--- config.mk ---
export PLATFORM = sky130hd
export DESIGN_NAME = oms_top
export DESIGN_NICKNAME = d
export VERILOG_FILES = /design/src/hdl/oms_pkg.sv /design/src/hdl/oms_tick_div.sv /design/src/hdl/oms_window.sv /design/src/hdl/oms_top.sv
export SDC_FILE = /design/constraint.sdc
export NUM_CORES = 2
export LEC_CHECK = 0
export BUFFER_PORTS_ARGS = -buffer_cell sky130_fd_sc_hd__buf_2
export CORE_UTILIZATION = 35
export CTS_CLUSTER_SIZE = 24
export DETAILED_ROUTE_END_ITERATION = 10
export SLEW_MARGIN = 20
export SYNTH_ARGS = -nofsm -noshare
export SYNTH_HDL_FRONTEND = slang
export SYNTH_SLANG_ARGS = --single-unit
--- constraint.sdc ---
create_clock -name sys_clk_in -period 91.8 [get_ports sys_clk_in]
set_input_delay 22.95 -clock sys_clk_in [delete_from_list [all_inputs] [get_ports sys_clk_in]]
set_output_delay 22.95 -clock sys_clk_in [all_outputs]
set_load 0.05 [all_outputs]
--- src/hdl/oms_pkg.sv ---
// Package of constants and carrier types for the optical measurement sequencer.
// Assumes a 100 MHz system clock and an APB register slave with 32-bit data.
//
// Summary of operation
// Time base ticks every divider plus one microseconds.
// Count cycles per sequence; zero runs forever.
// Sequencer mode: start bit one runs, zero stops.
// Manual mode: start bit one launches one conversion.
// Start bit reads busy until conversion finishes.
// Period field sets cycle length in ticks.
// LED window; turn-on one tick after start.
// Integrator window; reset one/zero means always on; the logic turns it off at cycle count zero while running.
// Discharge capacitor outside window, capacitive, no demod.
// Positive demodulator phase window.
// First negative demodulator phase window.
// Second negative demodulator phase window.
// ADC sample at integer plus sixteenths position.
// Sample position advances by increment per conversion.
// Sample-time writes ignored while sequencer enabled; code ignores only the position, fraction and increment still update.
// Live subsample, sequence and cycle counters readable; the subsample field reads zero.
// Live conversion counter readable.
// Software programs timing fields at least one.
// Each conversion result stored automatically.
// Demod weight plus one, minus one, or zero.
// Outputs active in window; counter wraps at period.
package oms_pkg;

  // ****************************************************************
  // Register byte offsets.
  // ****************************************************************
  localparam logic [7:0] OMS_DIV_CNT_OFF = 8'h24;
  localparam logic [7:0] OMS_START_OFF = 8'h28;
  localparam logic [7:0] OMS_PERIOD_OFF = 8'h2c;
  localparam logic [7:0] OMS_LED_OFF = 8'h30;
  localparam logic [7:0] OMS_ITG_OFF = 8'h34;
  localparam logic [7:0] OMS_POS_OFF = 8'h38;
  localparam logic [7:0] OMS_NEG_A_OFF = 8'h3c;
  localparam logic [7:0] OMS_NEG_B_OFF = 8'h40;
  localparam logic [7:0] OMS_ADC_OFF = 8'h44;
  localparam logic [7:0] OMS_MODE_OFF = 8'h48;
  localparam logic [7:0] OMS_RESULT_OFF = 8'h4c;
  localparam logic [7:0] OMS_SEQ_CNT_OFF = 8'h80;
  localparam logic [7:0] OMS_ADC_CNT_OFF = 8'h84;

  // ****************************************************************
  // Field positions.
  // ****************************************************************
  localparam int OMS_DIV_LSB = 8;
  localparam int OMS_START_LSB = 16;
  localparam int OMS_INC_LSB = 16;
  localparam int OMS_FRACT_LSB = 24;
  localparam int OMS_INC_FRACT_LSB = 28;
  localparam int OMS_SUBS_LSB = 24;
  localparam int OMS_SEQ_LSB = 16;
  localparam int OMS_MODE_MAN_BIT = 0;
  localparam int OMS_MODE_CAP_BIT = 1;
  localparam int OMS_MODE_DEMOD_BIT = 2;

  // ****************************************************************
  // Reset values.
  // ****************************************************************
  localparam logic [31:0] OMS_ITG_RESET = 32'h0001_0000;
  localparam logic [31:0] OMS_ZERO_RESET = 32'h0000_0000;

  // ****************************************************************
  // Timing: base tick of one microsecond at the system clock rate.
  // ****************************************************************
  localparam int OMS_CLK_MHZ = 100;
  localparam int OMS_TICK_US = 1;
  localparam int OMS_TICK_CYCLES = OMS_TICK_US * OMS_CLK_MHZ;
  localparam int OMS_SUB_CYCLES = OMS_TICK_CYCLES / 16;

  // Demodulator weight code.
  typedef enum logic [1:0] {
    OMS_W_ZERO = 2'b00,
    OMS_W_PLUS = 2'b01,
    OMS_W_MINUS = 2'b11
  } oms_weight_type;

  // Analog front-end control bundle.
  typedef struct packed {
    logic led_en;
    logic itg_en;
    logic cap_discharge;
    logic pos_phase;
    logic neg_a_phase;
    logic neg_b_phase;
    oms_weight_type weight;
    logic adc_start;
  } oms_afe_type;

  // Programmed window.
  typedef struct packed {
    logic [15:0] on_time;
    logic [15:0] off_time;
  } oms_window_type;

endpackage

--- src/hdl/oms_tick_div.sv ---
// Time-base divider: one-cycle enable every (divider + 1) microseconds.
// Also emits a four-bit sixteenth-of-tick phase count for the fractional sample point.
// Assumes a single system clock and synchronous active-high reset.
`timescale 1ns/1ps
`default_nettype none
module oms_tick_div
  import oms_pkg::*;
(
  // Clock and reset.
  input wire logic sys_clk_in,
  input wire logic rst_in,
  // Control.
  input wire logic run_in,
  input wire logic [15:0] divider_in,
  // Enables.
  output logic tick_out,
  output logic [3:0] phase_out
);

  typedef struct packed {
    logic [7:0] us_cnt;
    logic [15:0] div_cnt;
    logic [3:0] phase;
    logic tick;
  } oms_div_state_type;

  oms_div_state_type state_reg;
  oms_div_state_type state_next;

  // The sixteenth phase spans the whole sequencer tick, so it is derived
  // from microsecond count and divider count together.
  always_comb begin
    state_next = state_reg;
    state_next.tick = 1'b0;
    if (!run_in) begin
      state_next.us_cnt = 8'h00;
      state_next.div_cnt = 16'h0000;
    end else if (state_reg.us_cnt == 8'(OMS_TICK_CYCLES - 1)) begin
      state_next.us_cnt = 8'h00;
      if (state_reg.div_cnt >= divider_in) begin
        state_next.div_cnt = 16'h0000;
        state_next.tick = 1'b1;
      end else begin
        state_next.div_cnt = state_reg.div_cnt + 16'h0001;
      end
    end else begin
      state_next.us_cnt = state_reg.us_cnt + 8'h01;
    end
    state_next.phase = 4'((({16'h0000, state_reg.div_cnt} * 32'(OMS_TICK_CYCLES)
      + 32'(state_reg.us_cnt)) * 32'd16) / ((32'(divider_in) + 32'd1)
      * 32'(OMS_TICK_CYCLES)));
  end

  // State register.
  always_ff @(posedge sys_clk_in) begin
    if (rst_in) begin
      state_reg <= '0;
    end else begin
      state_reg <= state_next;
    end
  end

  assign tick_out = state_reg.tick;
  assign phase_out = state_reg.phase;

endmodule
`default_nettype wire

--- src/hdl/oms_window.sv ---
// One timed window comparator with optional one-tick delay of turn-on.
// Assumes the cycle counter advances on the sequencer tick only.
`timescale 1ns/1ps
`default_nettype none
module oms_window
  import oms_pkg::*;
#(
  parameter bit DELAY_ON = 1'b0
)
(
  // Clock and reset.
  input wire logic sys_clk_in,
  input wire logic rst_in,
  // Timing.
  input wire logic run_in,
  input wire logic [15:0] count_in,
  input wire oms_window_type window_in,
  // Result.
  output logic active_out
);

  logic in_win;
  logic start_hit;
  logic delayed_reg;
  logic delayed_next;

  // An on time after the off time wraps across the period end.
  always_comb begin
    if (window_in.on_time <= window_in.off_time) begin
      in_win = (count_in >= window_in.on_time) && (count_in < window_in.off_time);
    end else begin
      in_win = (count_in >= window_in.on_time) || (count_in < window_in.off_time);
    end
    start_hit = (count_in == window_in.on_time);
    delayed_next = run_in && in_win && (delayed_reg || !start_hit || !DELAY_ON);
  end

  // Delayed turn-on: at the start count itself the output holds off one tick.
  always_ff @(posedge sys_clk_in) begin
    if (rst_in) begin
      delayed_reg <= 1'b0;
    end else begin
      delayed_reg <= delayed_next;
    end
  end

  assign active_out = DELAY_ON ? (delayed_reg && in_win && !start_hit) : (run_in && in_win);

endmodule
`default_nettype wire

--- src/hdl/oms_top.sv ---
// Optical measurement sequencer with APB register slave.
// Assumes analog drivers consume level controls, and the ADC answers each
// start pulse with a done pulse carrying its result.
`timescale 1ns/1ps
`default_nettype none
module oms_top
  import oms_pkg::*;
(
  // Clock and reset.
  input wire logic sys_clk_in,
  input wire logic rst_in,
  // APB slave.
  input wire logic psel_in,
  input wire logic penable_in,
  input wire logic pwrite_in,
  input wire logic [7:0] paddr_in,
  input wire logic [31:0] pwdata_in,
  output logic [31:0] prdata_out,
  output logic pready_out,
  output logic pslverr_out,
  // ADC handshake.
  input wire logic adc_done_in,
  input wire logic [15:0] adc_data_in,
  // Front-end controls.
  output oms_afe_type afe_out
);

  // ****************************************************************
  // State.
  // ****************************************************************
  typedef enum logic [1:0] {
    OMS_IDLE = 2'b00,
    OMS_RUN = 2'b01,
    OMS_CONVERT = 2'b10
  } oms_fsm_type;

  typedef struct packed {
    oms_fsm_type fsm;
    logic [15:0] divider;
    logic [7:0] count;
    logic [15:0] period;
    oms_window_type led;
    oms_window_type itg;
    oms_window_type pos;
    oms_window_type neg_a;
    oms_window_type neg_b;
    logic [3:0] inc_fract;
    logic [3:0] fract;
    logic [7:0] inc;
    logic [15:0] adc_pos;
    logic [3:0] cur_fract;
    logic [15:0] cur_pos;
    logic manual;
    logic cap_mode;
    logic demod_on;
    logic [15:0] cycle_cnt;
    logic [7:0] seq_cnt;
    logic [7:0] adc_cnt;
    logic [15:0] result;
    logic adc_busy;
    logic adc_start;
    logic fired;
    logic [31:0] rdata;
  } oms_state_type;

  oms_state_type state_reg;
  oms_state_type state_next;

  // Helper nets.
  logic tick;
  logic [3:0] phase;
  logic running;
  logic led_act;
  logic itg_act;
  logic pos_act;
  logic neg_a_act;
  logic neg_b_act;
  logic wr_en;
  logic rd_en;
  logic [19:0] pos_sum;

  assign running = (state_reg.fsm == OMS_RUN);
  assign wr_en = psel_in && penable_in && pwrite_in;
  assign rd_en = psel_in && !penable_in && !pwrite_in;
  assign pos_sum = {state_reg.cur_pos, state_reg.cur_fract}
    + {8'h00, state_reg.inc, state_reg.inc_fract};

  // ****************************************************************
  // Time base and windows.
  // ****************************************************************
  oms_tick_div u_div (
    .sys_clk_in(sys_clk_in),
    .rst_in(rst_in),
    .run_in(running),
    .divider_in(state_reg.divider),
    .tick_out(tick),
    .phase_out(phase)
  );

  oms_window #(.DELAY_ON(1'b1)) u_led (
    .sys_clk_in(sys_clk_in), .rst_in(rst_in), .run_in(running),
    .count_in(state_reg.cycle_cnt), .window_in(state_reg.led), .active_out(led_act)
  );
  // Integrator window of on one, off zero wraps: it is on at every cycle count except zero.
  oms_window #(.DELAY_ON(1'b0)) u_itg (
    .sys_clk_in(sys_clk_in), .rst_in(rst_in), .run_in(running),
    .count_in(state_reg.cycle_cnt), .window_in(state_reg.itg), .active_out(itg_act)
  );
  oms_window #(.DELAY_ON(1'b0)) u_pos (
    .sys_clk_in(sys_clk_in), .rst_in(rst_in), .run_in(running),
    .count_in(state_reg.cycle_cnt), .window_in(state_reg.pos), .active_out(pos_act)
  );
  oms_window #(.DELAY_ON(1'b0)) u_neg_a (
    .sys_clk_in(sys_clk_in), .rst_in(rst_in), .run_in(running),
    .count_in(state_reg.cycle_cnt), .window_in(state_reg.neg_a), .active_out(neg_a_act)
  );
  oms_window #(.DELAY_ON(1'b0)) u_neg_b (
    .sys_clk_in(sys_clk_in), .rst_in(rst_in), .run_in(running),
    .count_in(state_reg.cycle_cnt), .window_in(state_reg.neg_b), .active_out(neg_b_act)
  );

  // ****************************************************************
  // Next-state logic: registers, sequencer and ADC control.
  // ****************************************************************
  always_comb begin
    state_next = state_reg;
    state_next.adc_start = 1'b0;
    // Register writes take effect on the access phase.
    if (wr_en) begin
      case (paddr_in)
        OMS_DIV_CNT_OFF: begin
          state_next.divider = pwdata_in[OMS_DIV_LSB +: 16];
          state_next.count = pwdata_in[7:0];
        end
        OMS_PERIOD_OFF: state_next.period = pwdata_in[15:0];
        OMS_LED_OFF: state_next.led = pwdata_in;
        OMS_ITG_OFF: state_next.itg = pwdata_in;
        OMS_POS_OFF: state_next.pos = pwdata_in;
        OMS_NEG_A_OFF: state_next.neg_a = pwdata_in;
        OMS_NEG_B_OFF: state_next.neg_b = pwdata_in;
        OMS_ADC_OFF: begin
          state_next.inc_fract = pwdata_in[OMS_INC_FRACT_LSB +: 4];
          state_next.fract = pwdata_in[OMS_FRACT_LSB +: 4];
          state_next.inc = pwdata_in[OMS_INC_LSB +: 8];
          if (!running) begin
            state_next.adc_pos = pwdata_in[15:0];
          end
        end
        OMS_MODE_OFF: begin
          state_next.manual = pwdata_in[OMS_MODE_MAN_BIT];
          state_next.cap_mode = pwdata_in[OMS_MODE_CAP_BIT];
          state_next.demod_on = pwdata_in[OMS_MODE_DEMOD_BIT];
        end
        default: begin
        end
      endcase
    end
    // Sequencer and manual conversion control.
    case (state_reg.fsm)
      OMS_IDLE: begin
        if (wr_en && paddr_in == OMS_START_OFF && pwdata_in[0]) begin
          if (state_reg.manual) begin
            state_next.fsm = OMS_CONVERT;
            state_next.adc_start = 1'b1;
            state_next.adc_busy = 1'b1;
          end else begin
            state_next.fsm = OMS_RUN;
            state_next.cycle_cnt = 16'h0000;
            state_next.seq_cnt = 8'h00;
            state_next.cur_pos = state_next.adc_pos;
            state_next.cur_fract = state_next.fract;
            state_next.fired = 1'b0;
          end
        end
      end
      OMS_RUN: begin
        // Sample point: integer tick position, then sixteenth phase.
        if (!state_reg.fired && !state_reg.adc_busy
            && state_reg.cycle_cnt == state_reg.cur_pos
            && phase >= state_reg.cur_fract) begin
          state_next.adc_start = 1'b1;
          state_next.adc_busy = 1'b1;
          state_next.fired = 1'b1;
          state_next.cur_pos = pos_sum[19:4];
          state_next.cur_fract = pos_sum[3:0];
        end
        if (tick) begin
          if (state_reg.cycle_cnt + 16'h0001 >= state_reg.period) begin
            state_next.cycle_cnt = 16'h0000;
            state_next.seq_cnt = state_reg.seq_cnt + 8'h01;
            state_next.fired = 1'b0;
            state_next.cur_pos = state_next.cur_pos - state_reg.period;
            if (state_reg.count != 8'h00 && state_reg.seq_cnt + 8'h01 == state_reg.count) begin
              state_next.fsm = OMS_IDLE;
            end
          end else begin
            state_next.cycle_cnt = state_reg.cycle_cnt + 16'h0001;
          end
          // The sample point is relative to each cycle, so the increment
          // accumulates from the programmed point, not per-cycle absolute.
          if (state_reg.cycle_cnt + 16'h0001 >= state_reg.period) begin
            state_next.cur_pos = state_reg.fired ? state_next.cur_pos + state_reg.period
              : state_reg.cur_pos;
          end
        end
        if (wr_en && paddr_in == OMS_START_OFF && !pwdata_in[0]) begin
          state_next.fsm = OMS_IDLE;
        end
      end
      OMS_CONVERT: begin
        if (adc_done_in) begin
          state_next.fsm = OMS_IDLE;
        end
      end
      default: state_next.fsm = OMS_IDLE;
    endcase
    // Every finished conversion is counted and its result stored.
    if (adc_done_in) begin
      // A start in this same cycle keeps the flag set.
      state_next.adc_busy = state_next.adc_start;
      state_next.result = adc_data_in;
      state_next.adc_cnt = state_reg.adc_cnt + 8'h01;
    end
    // Read data is captured in the setup phase.
    if (rd_en) begin
      case (paddr_in)
        OMS_DIV_CNT_OFF: state_next.rdata = {8'h00, state_reg.divider, state_reg.count};
        OMS_START_OFF: state_next.rdata = {31'h0, state_reg.fsm != OMS_IDLE};
        OMS_PERIOD_OFF: state_next.rdata = {16'h0000, state_reg.period};
        OMS_LED_OFF: state_next.rdata = state_reg.led;
        OMS_ITG_OFF: state_next.rdata = state_reg.itg;
        OMS_POS_OFF: state_next.rdata = state_reg.pos;
        OMS_NEG_A_OFF: state_next.rdata = state_reg.neg_a;
        OMS_NEG_B_OFF: state_next.rdata = state_reg.neg_b;
        OMS_ADC_OFF: state_next.rdata = {state_reg.inc_fract, state_reg.fract,
          state_reg.inc, state_reg.adc_pos};
        OMS_MODE_OFF: state_next.rdata = {29'h0, state_reg.demod_on,
          state_reg.cap_mode, state_reg.manual};
        OMS_RESULT_OFF: state_next.rdata = {16'h0000, state_reg.result};
        OMS_SEQ_CNT_OFF: state_next.rdata = {8'h00, state_reg.seq_cnt,
          state_reg.cycle_cnt};
        OMS_ADC_CNT_OFF: state_next.rdata = {24'h00_0000, state_reg.adc_cnt};
        default: state_next.rdata = 32'h0000_0000;
      endcase
    end
  end

  // State register with documented reset values.
  always_ff @(posedge sys_clk_in) begin
    if (rst_in) begin
      state_reg <= '0;
      state_reg.itg <= OMS_ITG_RESET;
    end else begin
      state_reg <= state_next;
    end
  end

  // ****************************************************************
  // Outputs.
  // ****************************************************************
  // No subsampling is built in, so the subsample field reads zero.
  assign prdata_out = state_reg.rdata;
  assign pready_out = 1'b1;
  assign pslverr_out = 1'b0;

  always_comb begin
    afe_out.led_en = led_act;
    afe_out.itg_en = itg_act || !running;
    afe_out.cap_discharge = running && !itg_act && state_reg.cap_mode
      && !state_reg.demod_on;
    afe_out.pos_phase = pos_act;
    afe_out.neg_a_phase = neg_a_act;
    afe_out.neg_b_phase = neg_b_act;
    if (pos_act) begin
      afe_out.weight = OMS_W_PLUS;
    end else if (neg_a_act || neg_b_act) begin
      afe_out.weight = OMS_W_MINUS;
    end else begin
      afe_out.weight = OMS_W_ZERO;
    end
    afe_out.adc_start = state_reg.adc_start;
  end

endmodule
`default_nettype wire

**Yosys cells after proc, flatten, opt, wreduce, memory -nomap -nowiden**

Index checks and enable logic that the tools add are counted.

- Register bits after elaboration: 370
- Input bits: 62
- Output and inout port bits: 43

- Add/subtract/negate cells: 10
- Multiply operators: 2
- Div/mod/pow operators: 1
- Magnitude comparators: 18
- Eq/ne operators: 32
- Mux-type cells: 46
- Bitwise logic cells: 2
- Reductions and logical operators: 68

Operators by type and width:

| operator | number |
|---|---|
| one-hot mux 32 bit (13 select lines) | 1 |
| two-way mux 16 bit | 9 |
| >= comparator 16 bit | 7 |
| <= comparator 16 bit | 5 |
| less-than comparator 16 bit | 5 |
| two-way mux 20 bit | 4 |
| two-way mux 24 bit | 3 |
| equality test 8 x 6 -> 1 bit, second input constant | 7 |
| two-way mux 28 bit | 2 |
| one-hot mux 24 bit (2 select lines) | 1 |
| equality test 8 x 7 -> 1 bit, second input constant | 5 |
| one-hot mux 20 bit (2 select lines) | 1 |
| adder 16 x 1 -> 16 bit, second input constant | 2 |
| divider 32 x 32 -> 32 bit | 1 |
| equality test 16 bit | 2 |
| multiplier 32 x 5 -> 30 bit, second input constant | 1 |
| logical AND 1 bit | 27 |
| adder 23 x 8 -> 24 bit | 1 |
| adder 8 x 1 -> 8 bit, second input constant | 3 |
| multiplier 16 x 5 -> 21 bit, second input constant | 1 |
| adder 20 x 12 -> 20 bit | 1 |
| two-way mux 2 bit | 10 |
| AND reduction 2 bit | 9 |
| adder 16 x 1 -> 17 bit, second input constant | 1 |
| 30 further kinds | 70 |

**Logic depth before layout (Yosys ltp)**

- Depth in word-level cells: 15
- Depth in mapped cells: 381
- Depth with buffers taken out: 340

**Hierarchy**

Synthesis repeated with hierarchy kept, for this count alone.

- Cell total of the unflattened synthesis: 7181
- Area, all modules: 53261.1 sq um

By module, submodules not included:

| module | instances | cells an instance | area each (sq um) | seq. area each (sq um) |
|---|---|---|---|---|
| oms_tick_div | 1 | 4076 | 29453.2 | 580.6 |
| oms_top | 1 | 2337 | 18042.3 | 6806.5 |
| oms_window (u_itg ...) | 4 | 153 | 1141.1 | 0.0 |
| oms_window (u_led) | 1 | 156 | 1201.2 | 20.0 |

**Worst setup path after synthesis**

Ideal clock, no wire load.

- Path kind: register to register
- Start: reg state_reg[322] (netlist name)
- End: reg u_div.state_reg, in the netlist u_div.phase_out[0]
- Setup time: 133 ps
- Arrival time: 74943 ps
- Data required time: 91667 ps
- Path slack: 16724 ps
- Stages on the path, launching flop included: 336
- Cells stage by stage: dfxtp_1 > clkbuf_1 > inv_1 > ha_1 > inv_1 > ha_1 > ha_1 > inv_1 > fa_1 > inv_1 > ha_1 > nand2b_1 > a21o_1 > a311oi_1 > nand2_1 > or3_1 > or4_1 > clkbuf_1 > (+300 left out) > nand2_1 > or4_4 > buf_4 > buf_2 > nor2_1 > a21oi_1 > ha_1 > a21oi_1 > nor2b_1 > o21ai_0 > nand2b_1 > a21oi_1 > nor2b_1 > o21ai_0 > nand2b_1 > a221oi_1 > a2111o_1 > a31oi_1

- Cells in the longest elaborated chain, start to end: 3

RTL lines:

| what | RTL line | text |
|---|---|---|
| start, declared | oms_top.sv:66 | `oms_state_type state_reg;` |
| start signal, assigned | oms_top.sv:254 | `state_reg <= state_next;` |
| adder 16 x 1 -> 17 bit | oms_tick_div.sv:50 | `+ 32'(state_reg.us_cnt)) * 32'd16) / ((32'(divider_in) + 32'd1)` |
| multiplier 32 x 5 -> 30 bit | oms_tick_div.sv:51 | `* 32'(OMS_TICK_CYCLES)));` |
| divider 32 x 32 -> 32 bit | oms_tick_div.sv:50 |  |
| end signal, assigned | oms_tick_div.sv:59 | `state_reg <= state_next;` |
| end, declared | oms_tick_div.sv:27 | `oms_div_state_type state_reg;` |

No other way between the ends.
A chain may end at the register's enable or synchronous reset.

**Worst setup path in the final report**

- Start: reg state_reg[325] (netlist name)
- End: reg u_div.state_reg, in the netlist u_div.phase_out[0]

Same word-level chain as after synthesis.

==> impl_metrics.xml <==
<?xml version="1.0" encoding="UTF-8"?>
<metrics>
  <group name="detailed_routing">
    <metric name="detailedRoute.firstPassIterationCount" unit="">9</metric>
    <metric name="vias" unit="">52500</metric>
    <metric name="detailedRoute.firstIterationViolations" unit="">4662</metric>
    <metric name="antenna_nets_post_route" unit="">0</metric>
    <metric name="finalWirelength" unit="µm">196000</metric>
    <metric name="avgRoutedWirePerCell" unit="µm">21.9</metric>
    <metric name="route.detailed.drc" unit="">0</metric>
    <metric name="via_per_inst" unit="">5.86</metric>
  </group>
  <group name="yosys">
    <metric name="most_common_cell_in_the_netlist" unit="">ha_1</metric>
    <metric name="netlist_instances" unit="">7046</metric>
    <metric name="synth_async_sr_flop_share" unit="">0</metric>
    <metric name="synth_edf_count" unit="">0</metric>
    <metric name="synth_sequential_area_ratio" unit="">0.143</metric>
    <metric name="synthDominantCellAreaShare" unit="">0.210</metric>
    <metric name="synth_ff_type" unit="">dfxtp_1</metric>
    <metric name="dominant_cells_by_area_after_synthesis" unit="">ha_1 21%, dfxtp_1 14%, a21oi_1 6.8%</metric>
    <metric name="syn_area_per_cell" unit="µm²">7.36</metric>
    <metric name="synth.lib_cells_used.distinct" unit="">106</metric>
    <metric name="ys_seq_elements" unit="">370</metric>
    <metric name="synth_top_area_cell" unit="">ha_1</metric>
    <metric name="ys.warnings.count" unit="">0</metric>
    <metric name="synth.cell_area" unit="µm²">51900</metric>
    <metric name="list_of_most_frequent_post_synthesis_cells" unit="">869 x ha_1, 846 x nand2_1, 700 x a21oi_1</metric>
  </group>
  <group name="setup_path">
    <metric name="endpoint_kind_of_the_worst_setup_timing_path" unit="">register</metric>
    <metric name="timing.reg2reg.setup_slack" unit="ps">8530</metric>
    <metric name="regToRegEndpoint" unit="">u_div.phase_out[0]</metric>
    <metric name="critical_path_class" unit="">register to register</metric>
    <metric name="critPathLaunch" unit="">state_reg[325]</metric>
    <metric name="cp_slowest_stage_delay" unit="ps">760</metric>
    <metric name="crit_slowest_cell" unit="">nor2_2</metric>
    <metric name="logic_depth_of_the_worst_register_to_register_path" unit="">314</metric>
    <metric name="critPathMaxFanout" unit="">38</metric>
    <metric name="element_type_at_the_critical_path_start" unit="">register</metric>
    <metric name="crit_top_cell" unit="">a21oi_1</metric>
    <metric name="critPathBufInv" unit="">19</metric>
    <metric name="regToRegStartpoint" unit="">state_reg[325]</metric>
    <metric name="crit_arrival" unit="ps">83740</metric>
    <metric name="worst_path_required_time" unit="ps">92260</metric>
    <metric name="path_delay_family" unit="">compound AO/OA/AOI/OAI gates</metric>
  </group>
  <group name="timing">
    <metric name="fin_tns_setup" unit="ps">0</metric>
    <metric name="timing.final.crit_period" unit="ps">83270</metric>
    <metric name="grt_setup_unrepaired" unit="">false</metric>
    <metric name="relSlewSlack" unit="">0.231</metric>
    <metric name="finalClockSkew" unit="ps">38.7</metric>
    <metric name="finalSetupViolCount" unit="">0</metric>
    <metric name="worstMarginPinSlew" unit="ps">1120</metric>
    <metric name="final_max_slew_viol_count" unit="">0</metric>
    <metric name="layout_worst_path_cycle_share" unit="">0.907</metric>
    <metric name="final_layout_worst_hold_slack" unit="ps">453</metric>
    <metric name="fmaxAchievable" unit="MHz">12.0</metric>
    <metric name="report.final.hold_viol_count" unit="">0</metric>
  </group>
  <group name="finish">
    <metric name="final_layout_size_suffix_gt1_frac" unit="">0.0754</metric>
    <metric name="multi_input_comb_area" unit="µm²">41600</metric>
    <metric name="largest_register_ffs" unit="">307</metric>
    <metric name="area_growth" unit="%">7.92</metric>
    <metric name="nNetsFinal" unit="">7950</metric>
    <metric name="final-seq-area" unit="µm²">7410</metric>
    <metric name="final-instance-count-excl-fill" unit="">8947</metric>
    <metric name="fillers" unit="">15400</metric>
  </group>
  <group name="worst_hold_path">
    <metric name="holdCritStartpoint" unit="">prdata_out[0]</metric>
    <metric name="hold_end" unit="">prdata_out[0]</metric>
    <metric name="holdPathStages" unit="">2</metric>
    <metric name="hp-class" unit="">register to register</metric>
  </group>
  <group name="clock_network">
    <metric name="cts_tree" unit="">yes</metric>
    <metric name="cts_hold_repair.buffers" unit="">0</metric>
    <metric name="worstSkewPairLatency" unit="ps">610</metric>
    <metric name="clockRootBuffer" unit="">clkbuf_16</metric>
    <metric name="clock_tree.buffer_depth" unit="">3</metric>
    <metric name="cts.repair.resized" unit="">0</metric>
    <metric name="tritoncts.num_buffers" unit="">46</metric>
    <metric name="cts_setup_buffers" unit="">0</metric>
    <metric name="clk_pin_slew_worst_paths" unit="ps">70</metric>
    <metric name="clkSinkCount" unit="">370</metric>
    <metric name="h_tree_depth" unit="">2</metric>
  </group>
  <group name="global_route">
    <metric name="grt_antenna_before_repair" unit="">9</metric>
    <metric name="globalRouteOverflowTotal" unit="">0</metric>
    <metric name="globalRouteTotalUtil" unit="">0.251</metric>
    <metric name="grt_max_degree" unit="">118</metric>
    <metric name="grt_pass1_wl" unit="µm">298000</metric>
    <metric name="number_of_global_route_vias_before_repair" unit="">50500</metric>
  </group>
  <group name="die">
    <metric name="floorplan.initialDensity" unit="">0.354</metric>
    <metric name="dieWidth" unit="µm">387</metric>
    <metric name="core-area" unit="µm²">146000</metric>
    <metric name="dieHeight" unit="µm">387</metric>
    <metric name="floorplan.die_area" unit="µm²">150000</metric>
    <metric name="ios" unit="">105</metric>
    <metric name="row_count" unit="">140</metric>
  </group>
  <group name="placement">
    <metric name="placement.io_buffers" unit="">102</metric>
    <metric name="detailedPlacementHpwl" unit="µm">154000</metric>
    <metric name="global_placement_routability_congestion" unit="">0.976</metric>
    <metric name="place.detailed.instances" unit="">8860</metric>
  </group>
  <group name="run_status">
    <metric name="status" unit="">complete, no violations</metric>
  </group>
  <group name="job">
    <metric name="timing.max_cap.violations" unit="">0</metric>
  </group>
</metrics>
-- worst reg2reg max path: cells and delay by family, from the launching register on --
kind / cells / cell delay, ps
AND/OR/NAND/NOR: 74 / 19220
adder cells (fa/ha/maj): 32 / 10360
multiplexers: 8 / 3190
AO/OA/AOI/OAI: 180 / 45010
XOR/XNOR: 1 / 230
flip-flops: 1 / 540
buffers and inverters: 19 / 4450
-- kinds of logic after synthesis --
group                      share of synthesized area
other                                       0.000145
xor gates and xnor gates                      0.0724
muxes                                         0.0393
DFF                                            0.143
adders and majority gates                      0.220
buffers and inverters                         0.0589
and+or+nand+nor                                0.216
AOI/OAI and AO/OA                              0.251
-- layout by cell type, fill, tap and decap left out, drive strengths merged, types with 143 or more instances in the layout --
cell and instances:
o21ai 321, nand2 846, xor2 172, nand3 175, ha 869, xnor2 256, nor3 156, o21a 143
a21oi 703, dfxtp 370, inv 454, buf 207, nor2 576, a21o 185
-- metal layers --
layer  part of all wire  vias up  global-route usage
met3              0.062      471              0.0246
met5            0.00013        -                   0
met1               0.42    24800               0.311
met4              0.056        4               0.125
li1                   -    25200                   -
met2               0.46     1927               0.430
-- stage by stage --
stage	area [µm²]	utilization	setup slack (ps)
3_5_place_dp	54400	0.372	9840
5_1_grt	56000	0.382	2430
3_3_place_gp	54400	0.372	11660
4_1_cts	56000	0.382	9640
2_1_floorplan	51900	-	16720
6_report	56000	0.382	8530
-- area by class of cell --
| type | count | share of cell area |
|---|---|---|
| multi-input combinational | 5915 | 0.743 |
| sequential | 370 | 0.132 |
| tap | 1917 | 0.0428 |
| inverter | 451 | 0.0302 |
| timing repair buffer | 208 | 0.0235 |
| clock buffer | 60 | 0.0227 |
| clock inverter | 22 | 0.00492 |
| antenna | 4 | 0.000179 |
-- worst max-delay path by stage --
stage	endpoint	slack (ps)	cells past startpoint
2_1_floorplan	u_div.phase_out[0]	16720	335
3_3_place_gp	u_div.phase_out[0]	11660	315
3_5_place_dp	u_div.phase_out[0]	9840	313
4_1_cts	u_div.phase_out[0]	9640	313
5_1_grt	u_div.phase_out[0]	2430	320
6_report	u_div.phase_out[0]	8530	314
Power is not shown: default switching activity piles up to over one toggle a cycle in this logic, so the estimate is an artifact.
